$ cat config.mk
export PLATFORM = sky130hd
export DESIGN_NAME = mmx_move_multiply_exec
export DESIGN_NICKNAME = d
export VERILOG_FILES = /design/src/rtl/mmx_move_multiply_exec.v
export VERILOG_INCLUDE_DIRS = /design/src /design/src/rtl
export SDC_FILE = /design/constraint.sdc
export NUM_CORES = 1
export LEC_CHECK = 0
export BUFFER_PORTS_ARGS = -buffer_cell sky130_fd_sc_hd__buf_2
export CAP_MARGIN = 10
export CORE_MARGIN = 5
export CORE_UTILIZATION = 50
export DETAILED_ROUTE_END_ITERATION = 7
export HOLD_SLACK_MARGIN = 0.15
export PLACE_DENSITY = 0.73
export REMOVE_ABC_BUFFERS = 1
export SETUP_SLACK_MARGIN = 0.15
export SLEW_MARGIN = 20
export SYNTH_ARGS = -nofsm -noshare
export SYNTH_HDL_FRONTEND = slang
export SYNTH_SLANG_ARGS = --single-unit
$ cat constraint.sdc
create_clock -name core_clk_i -period 4.64 [get_ports core_clk_i]
set_input_delay 0.696 -clock core_clk_i [delete_from_list [all_inputs] [get_ports core_clk_i]]
set_output_delay 0.696 -clock core_clk_i [all_outputs]
set_load 0.005 [all_outputs]
$ cat src/rtl/mmx_map.vh
// Constants for the move/multiply execution block
// Assumes inclusion by the single design file of this block
`ifndef MMX_MAP_VH
`define MMX_MAP_VH
`define MMX_OP7_STORE 7'h37
`define MMX_OP8_MULLIT 8'h0D
`define MMX_OP7_MULFILE 7'h01
`define MMX_OPC_HI 15
`define MMX_OPC7_LO 9
`define MMX_OPC8_LO 8
`define MMX_BANK_BIT 8
`define MMX_FADDR_HI 7
`define MMX_FADDR_LO 0
`define MMX_PHI_HI 15
`define MMX_PHI_LO 8
`define MMX_PLO_HI 7
`define MMX_PLO_LO 0
`define MMX_ZERO4 4'h0
`define MMX_IDX_LIMIT 8'h5F
`define MMX_ACCESS_SPLIT 8'h60
`define MMX_ACCESS_HI_BANK 4'hF
`define MMX_ACCESS_LO_BANK 4'h0
`define MMX_PH_DECODE 2'h0
`define MMX_PH_READ 2'h1
`define MMX_PH_PROCESS 2'h2
`define MMX_PH_WRITE 2'h3
`define MMX_ZERO8 8'h00
`define MMX_ZERO12 12'h000
`define MMX_ZERO16 16'h0000
`endif

$ cat src/rtl/mmx_move_multiply_exec.v
// Execution of store-accumulator and the two unsigned multiplies of a small 8-bit core
// Assumes the fetch unit holds instr_i stable for a whole four-phase instruction cycle
// and that file memory answers a read address in the same cycle (combinational read data).
// Operation
// - Store accumulator to addressed file, flags untouched
// - Eight-bit file address spans whole bank
// - Bank bit clear: access bank; set: selector
// - Extended set, access, addr<=5Fh: indexed offset
// - Literal multiply gives unsigned 16-bit product
// - High byte to product_high, accumulator kept
// - File multiply, both operands left unchanged
// - Multiplies never touch any status flag
`timescale 1ns/10ps
`include "mmx_map.vh"
module mmx_move_multiply_exec (
  // Clock and reset
  input wire core_clk_i,
  input wire reset_n_i,
  // Instruction and core state
  input wire instr_valid_i,
  input wire [15:0] instr_i,
  input wire [7:0] accum_i,
  input wire [3:0] bank_selector_i,
  input wire ext_set_en_i,
  input wire [11:0] index_base_i,
  // File memory
  input wire [7:0] file_rdata_i,
  output reg [11:0] file_addr_o,
  output reg file_rd_o,
  output reg [7:0] file_wdata_o,
  output reg file_we_o,
  // Product pair and phase
  output reg [7:0] product_high_o,
  output reg [7:0] product_low_o,
  output reg product_we_o,
  output reg [1:0] phase_o,
  output reg busy_o
);

  localparam ST_IDLE = 2'h0;
  localparam ST_RUN = 2'h1;

  localparam OP_NONE = 2'h0;
  localparam OP_STORE = 2'h1;
  localparam OP_MULLIT = 2'h2;
  localparam OP_MULFILE = 2'h3;

  reg [1:0] state_r;
  reg [1:0] state_nxt;
  reg [1:0] phase_nxt;
  reg [1:0] op_r;
  reg [1:0] op_nxt;
  reg [7:0] operand_r;
  reg [7:0] operand_nxt;
  reg [11:0] addr_r;
  reg [11:0] addr_nxt;
  reg [15:0] prod_r;
  reg [15:0] prod_nxt;
  reg [7:0] acc_r;
  reg [7:0] acc_nxt;
  reg in_write_nxt;
  reg file_rd_nxt;
  reg file_we_nxt;
  reg product_we_nxt;

  // Full 12-bit data address of a byte-oriented operand
  function [11:0] file_address;
    input [7:0] f;
    input a;
    input ext;
    input [3:0] bsel;
    input [11:0] base;
    begin
      if (a) begin
        file_address = {bsel, f};
      end else if (ext && (f <= `MMX_IDX_LIMIT)) begin
        file_address = base + {`MMX_ZERO4, f};
      end else if (f >= `MMX_ACCESS_SPLIT) begin
        file_address = {`MMX_ACCESS_HI_BANK, f};
      end else begin
        file_address = {`MMX_ACCESS_LO_BANK, f};
      end
    end
  endfunction

  // Decode of the opcode class
  function [1:0] op_class;
    input [15:0] ins;
    begin
      if (ins[`MMX_OPC_HI:`MMX_OPC7_LO] == `MMX_OP7_STORE) begin
        op_class = OP_STORE;
      end else if (ins[`MMX_OPC_HI:`MMX_OPC8_LO] == `MMX_OP8_MULLIT) begin
        op_class = OP_MULLIT;
      end else if (ins[`MMX_OPC_HI:`MMX_OPC7_LO] == `MMX_OP7_MULFILE) begin
        op_class = OP_MULFILE;
      end else begin
        op_class = OP_NONE;
      end
    end
  endfunction

  // Operand fields and decode of the word on the instruction bus
  wire [7:0] fld_addr;
  wire fld_bank;
  wire [1:0] dec_class;
  wire dec_hit;
  wire [11:0] dec_addr;
  assign fld_addr = instr_i[`MMX_FADDR_HI:`MMX_FADDR_LO];
  assign fld_bank = instr_i[`MMX_BANK_BIT];
  assign dec_class = op_class(instr_i);
  assign dec_hit = (dec_class != OP_NONE);
  assign dec_addr = file_address(fld_addr, fld_bank, ext_set_en_i, bank_selector_i, index_base_i);

  always @* begin
    state_nxt = state_r;
    phase_nxt = phase_o;
    op_nxt = op_r;
    operand_nxt = operand_r;
    addr_nxt = addr_r;
    prod_nxt = prod_r;
    acc_nxt = acc_r;
    case (state_r)
      ST_IDLE: begin
        phase_nxt = `MMX_PH_DECODE;
        if (instr_valid_i && dec_hit) begin
          // Q1: decode and latch address
          op_nxt = dec_class;
          addr_nxt = dec_addr;
          acc_nxt = accum_i;
          state_nxt = ST_RUN;
          phase_nxt = `MMX_PH_READ;
        end
      end
      ST_RUN: begin
        case (phase_o)
          `MMX_PH_READ: begin
            // Q2: read literal or file operand
            if (op_r == OP_MULFILE) begin
              operand_nxt = file_rdata_i;
            end else begin
              operand_nxt = fld_addr;
            end
            phase_nxt = `MMX_PH_PROCESS;
          end
          `MMX_PH_PROCESS: begin
            // Q3: unsigned product; no flag output exists, so zero is never flagged
            prod_nxt = {`MMX_ZERO8, acc_r} * {`MMX_ZERO8, operand_r};
            phase_nxt = `MMX_PH_WRITE;
          end
          default: begin
            state_nxt = ST_IDLE;
            phase_nxt = `MMX_PH_DECODE;
            op_nxt = OP_NONE;
          end
        endcase
      end
      default: begin
        state_nxt = ST_IDLE;
      end
    endcase
  end

  // Strobes are worked out one cycle ahead so that every port leaves a flip-flop
  always @* begin
    in_write_nxt = (state_nxt == ST_RUN) && (phase_nxt == `MMX_PH_WRITE);
    file_rd_nxt = (state_nxt == ST_RUN) && (phase_nxt == `MMX_PH_READ) && (op_nxt == OP_MULFILE);
    file_we_nxt = in_write_nxt && (op_nxt == OP_STORE);
    product_we_nxt = in_write_nxt && ((op_nxt == OP_MULLIT) || (op_nxt == OP_MULFILE));
  end

  // Sequencer state
  always @(posedge core_clk_i or negedge reset_n_i) begin
    if (!reset_n_i) begin
      state_r <= ST_IDLE;
      phase_o <= `MMX_PH_DECODE;
      op_r <= OP_NONE;
      operand_r <= `MMX_ZERO8;
      addr_r <= `MMX_ZERO12;
      prod_r <= `MMX_ZERO16;
      acc_r <= `MMX_ZERO8;
      busy_o <= 1'b0;
    end else begin
      state_r <= state_nxt;
      phase_o <= phase_nxt;
      op_r <= op_nxt;
      operand_r <= operand_nxt;
      addr_r <= addr_nxt;
      prod_r <= prod_nxt;
      acc_r <= acc_nxt;
      busy_o <= (state_nxt == ST_RUN);
    end
  end

  // File memory port
  always @(posedge core_clk_i or negedge reset_n_i) begin
    if (!reset_n_i) begin
      file_addr_o <= `MMX_ZERO12;
      file_rd_o <= 1'b0;
      file_wdata_o <= `MMX_ZERO8;
      file_we_o <= 1'b0;
    end else begin
      // Address is presented during Q2 so the file read lands in that phase
      file_addr_o <= addr_nxt;
      file_rd_o <= file_rd_nxt;
      // The accumulator is only read, never written, so it stays intact
      file_wdata_o <= acc_nxt;
      file_we_o <= file_we_nxt;
    end
  end

  // Product pair holds between multiplies; no zero or carry flag is derived from it
  always @(posedge core_clk_i or negedge reset_n_i) begin
    if (!reset_n_i) begin
      product_high_o <= `MMX_ZERO8;
      product_low_o <= `MMX_ZERO8;
      product_we_o <= 1'b0;
    end else begin
      product_we_o <= product_we_nxt;
      if (product_we_nxt) begin
        product_high_o <= prod_nxt[`MMX_PHI_HI:`MMX_PHI_LO];
        product_low_o <= prod_nxt[`MMX_PLO_HI:`MMX_PLO_LO];
      end
    end
  end

endmodule

==> summary.txt <==
Outcome
  • Status: finished, final reports clean

Synthesis
  • Synthesized area: 5210 µm²
  • Area leader, netlist: dfrtp_1
  • Synthesis-stage register bit count: 65
  • Synthesized instance count: 553
  • Sequential fraction of the synthesis area: 0.312
  • YS warnings: 0
  • Library cells used by synthesis: 54
  • FFs w/ async S/R, synth: 1.00
  • Number of synthesized flops with an enable pin: 0
  • Most used DFF post-synth: dfrtp_1
  • Synthesized area per cell: 9.42 µm²
  • Synth top area share: 0.312
  • Area contributors post-synth: dfrtp_1 (31%), fa_1 (14%), ha_1 (11%)

Setup path
  • Crit path max fanout: 10
  • Crit end category: flip-flop
  • Arrival @ worst endpoint: 4540 ps
  • Worst Path Required: 4880 ps
  • WS Path Type: flip-flop to flip-flop
  • Startpoint Class: flip-flop

Timing
  • Measured slew at the worst slew-check pin: 841 ps
  • Setup ws final: 342 ps
  • Final Hold Viols: 0
  • Max Transition Viols Final: 0
  • F_max: 233 MHz
  • Final setup fails: 0
  • RSZ-0062 raised after global routing: false
  • Crit share post-route: 0.926
  • Rel. slew slack: 0.439
  • Tmin final: 4300 ps
  • Setup Skew: 13.3 ps
  • Final setup TNS: 0 ps

Layout
  • Diode count: 0
  • Sequential standard cell area: 1640 µm²
  • Cell area after layout: 6160 µm²
  • Multi-input gate area: 3360 µm²
  • Fillers: 898
  • Final Net Count: 797
  • Layout cells sized above 1: 0.253
  • Area grow syn2layout: 18.2%

Floorplanning
  • Die outline area: 12,600 µm²
  • Starting Density: 0.509
  • Die width: 112 µm
  • Core Rows: 37
  • Ports: 94
  • Die height: 112 µm
  • Total core area: 10,200 µm²

Global route
  • Gr ovfl total: 0
  • GRT Util Overall: 0.194
  • First-pass GRT wire length: 20.1 mm
  • Antenna violations before repair: 0
  • Vias in the first global route: 4,298
  • Pin count of the biggest net entering global routing: 36

Detailed routing
  • Initial DRC Count: 207
  • DRT Pass-1 Iters: 5
  • Total Wirelength: 11.9 mm
  • Via density: 5.26
  • Via count: 4,223
  • WL/cell: 14.9 µm
  • DR DRC count: 0
  • Final ANT Viol Nets: 0

Pwr
  • Pwr Density: 268 nW/µm²
  • Leak: 0.00334 µW
  • Worst vdd ir: 0.000168 V

Run
  • Max cap viols: 0

Clock tree
  • TritonCTS Sinks: 65
  • Clock-pin transition on the worst setup and hold timing paths: 90 ps
  • Hold buffers post-CTS: 0
  • CTS Buffer Depth: 2
  • Htree depth: 3
  • CTS tree: yes
  • Clk_lat worst skew: 360 ps
  • Clock Tree Root: clkbuf_8
  • Clock buffer count from CTS: 9

Placed design
  • Post-Place Worst Slack: 90.2 ps
  • HPWL after DPL: 9.25 mm
  • Input/output buffers: 93
  • Routability Congestion: 0.927
  • DP Area: 5830 µm²

Hold path
  • Min-delay worst type: primary input to asynchronous set/reset pin
==> cell usage in the layout (no fill, tap or decap), types with 18 or more instances in the layout <==
| master | instances |
|---|---|
| o21ai_0 | 31 |
| inv_1 | 58 |
| buf_2 | 93 |
| dfrtp_1 | 54 |
| nand2_1 | 81 |
| ha_1 | 43 |
| nor2_1 | 18 |
| a21oi_1 | 25 |
| fa_1 | 36 |
| and2_1 | 52 |
==> where the power goes <==
| part | switching (µW) | internal (µW) |
|---|---|---|
| logic | 312 | 251 |
| registers | 37.3 | 598 |
| clock network | 253 | 198 |
| total | 602 | 1050 |
==> sequential cells by signal, summed over array words and instances (netlist names) <==
signal,cells
phase_o,2
operand_r,8
file_rd_o,1
file_addr_o,12
file_wdata_o,8
op_r,2
file_we_o,1
state_r,2
busy_o,1
product_low_o,8
product_we_o,1
product_high_o,8
prod_r,11
==> final timing paths <==
| kind | start | slack [ps] | to | depth (start not counted) |
|---|---|---|---|---|
| min | reset_n_i | 440 | file_addr_o[2]$_DFFE_PN0P_ | 1 |
| min reg2reg | product_low_o[6]$_DFFE_PN0P_ | 480 | product_low_o[6]$_DFFE_PN0P_ | 2 |
| max in group asynchronous | reset_n_i | 3250 | file_wdata_o[2]$_DFFE_PN0P_ | 2 |
| min in group core_clk_i | product_low_o[6]$_DFFE_PN0P_ | 480 | product_low_o[6]$_DFFE_PN0P_ | 2 |
| max | file_wdata_o[4]$_DFFE_PN0P_ | 340 | product_high_o[4]$_DFFE_PN0P_ | 13 |
| max reg2reg | file_wdata_o[4]$_DFFE_PN0P_ | 340 | product_high_o[4]$_DFFE_PN0P_ | 13 |
==> per-stage QoR <==
step	cells	hold WS (ps)	power (µW)	utilization
floorplan	542	400	998	-
global placement	775	462	1150	0.570
global route	803	516	1780	0.602
finish	803	441	1650	0.602
CTS	791	458	1630	0.588
detailed placement	775	457	1170	0.570
==> synth_stat cells (8+ instances only) <==
library cell	count
nand2_1	82
dfrtp_1	65
inv_1	58
and2_1	52
ha_1	46
fa_1	37
o21ai_0	31
a21oi_1	28
nor2_1	18
mux2_2	14
mux2i_1	11
xor2_1	9
nor2b_1	8
xnor2_1	8
==> worst max-delay path: stages, from the launching register on <==
cell      delay (ps)
dfrtp_2          480
and2_1           180
fa_1             570
fa_1             450
fa_1             540
inv_1             50
fa_1             520
inv_1             60
ha_4             260
and4_1           200
a221o_2          400
a211oi_2         240
xor2_1           160
o21ai_1           80
==> cell type report <==
class / instances / area share
Sequential cell: 65 / 0.266
Tap cell: 136 / 0.0276
Clock buffer: 9 / 0.0201
Multi-Input combinational cell: 417 / 0.545
Inverter: 60 / 0.0365
Clock inverter: 7 / 0.00893
Timing Repair Buffer: 109 / 0.0958
==> layer usage <==
metal	up-vias	track usage	part of all wire
met3	13	0.0480	0.049
met1	2063	0.255	0.44
li1	2057	-	-
met2	90	0.328	0.50
met5	-	0	0
met4	0	0.0409	0.013
==> kinds of logic (layout without fill, tap and decap cells) <==
logic type      Yosys count  after routing  share of synthesized area
simple gates            195            195                      0.190
compound gates           96             96                      0.112
fa+ha+maj                83             83                      0.253
buf+inv                  71            185                     0.0528
flops                    65             65                      0.312
mux                      25             25                     0.0514
xor+xnor                 17             17                     0.0286
other cells               1              1                   0.000720
==> what timing repair did <==
| item | 4_1_cts | 5_1_grt |
|---|---|---|
| pin swaps | 0 | 5 |
| endpoints found under the setup margin | 2 | 8 |
| hold endpoints to repair | 0 | 0 |
| resized for setup | 6 | 15 |
| setup buffers | 0 | 12 |
Note: power is estimated with default switching activity, not from simulation.
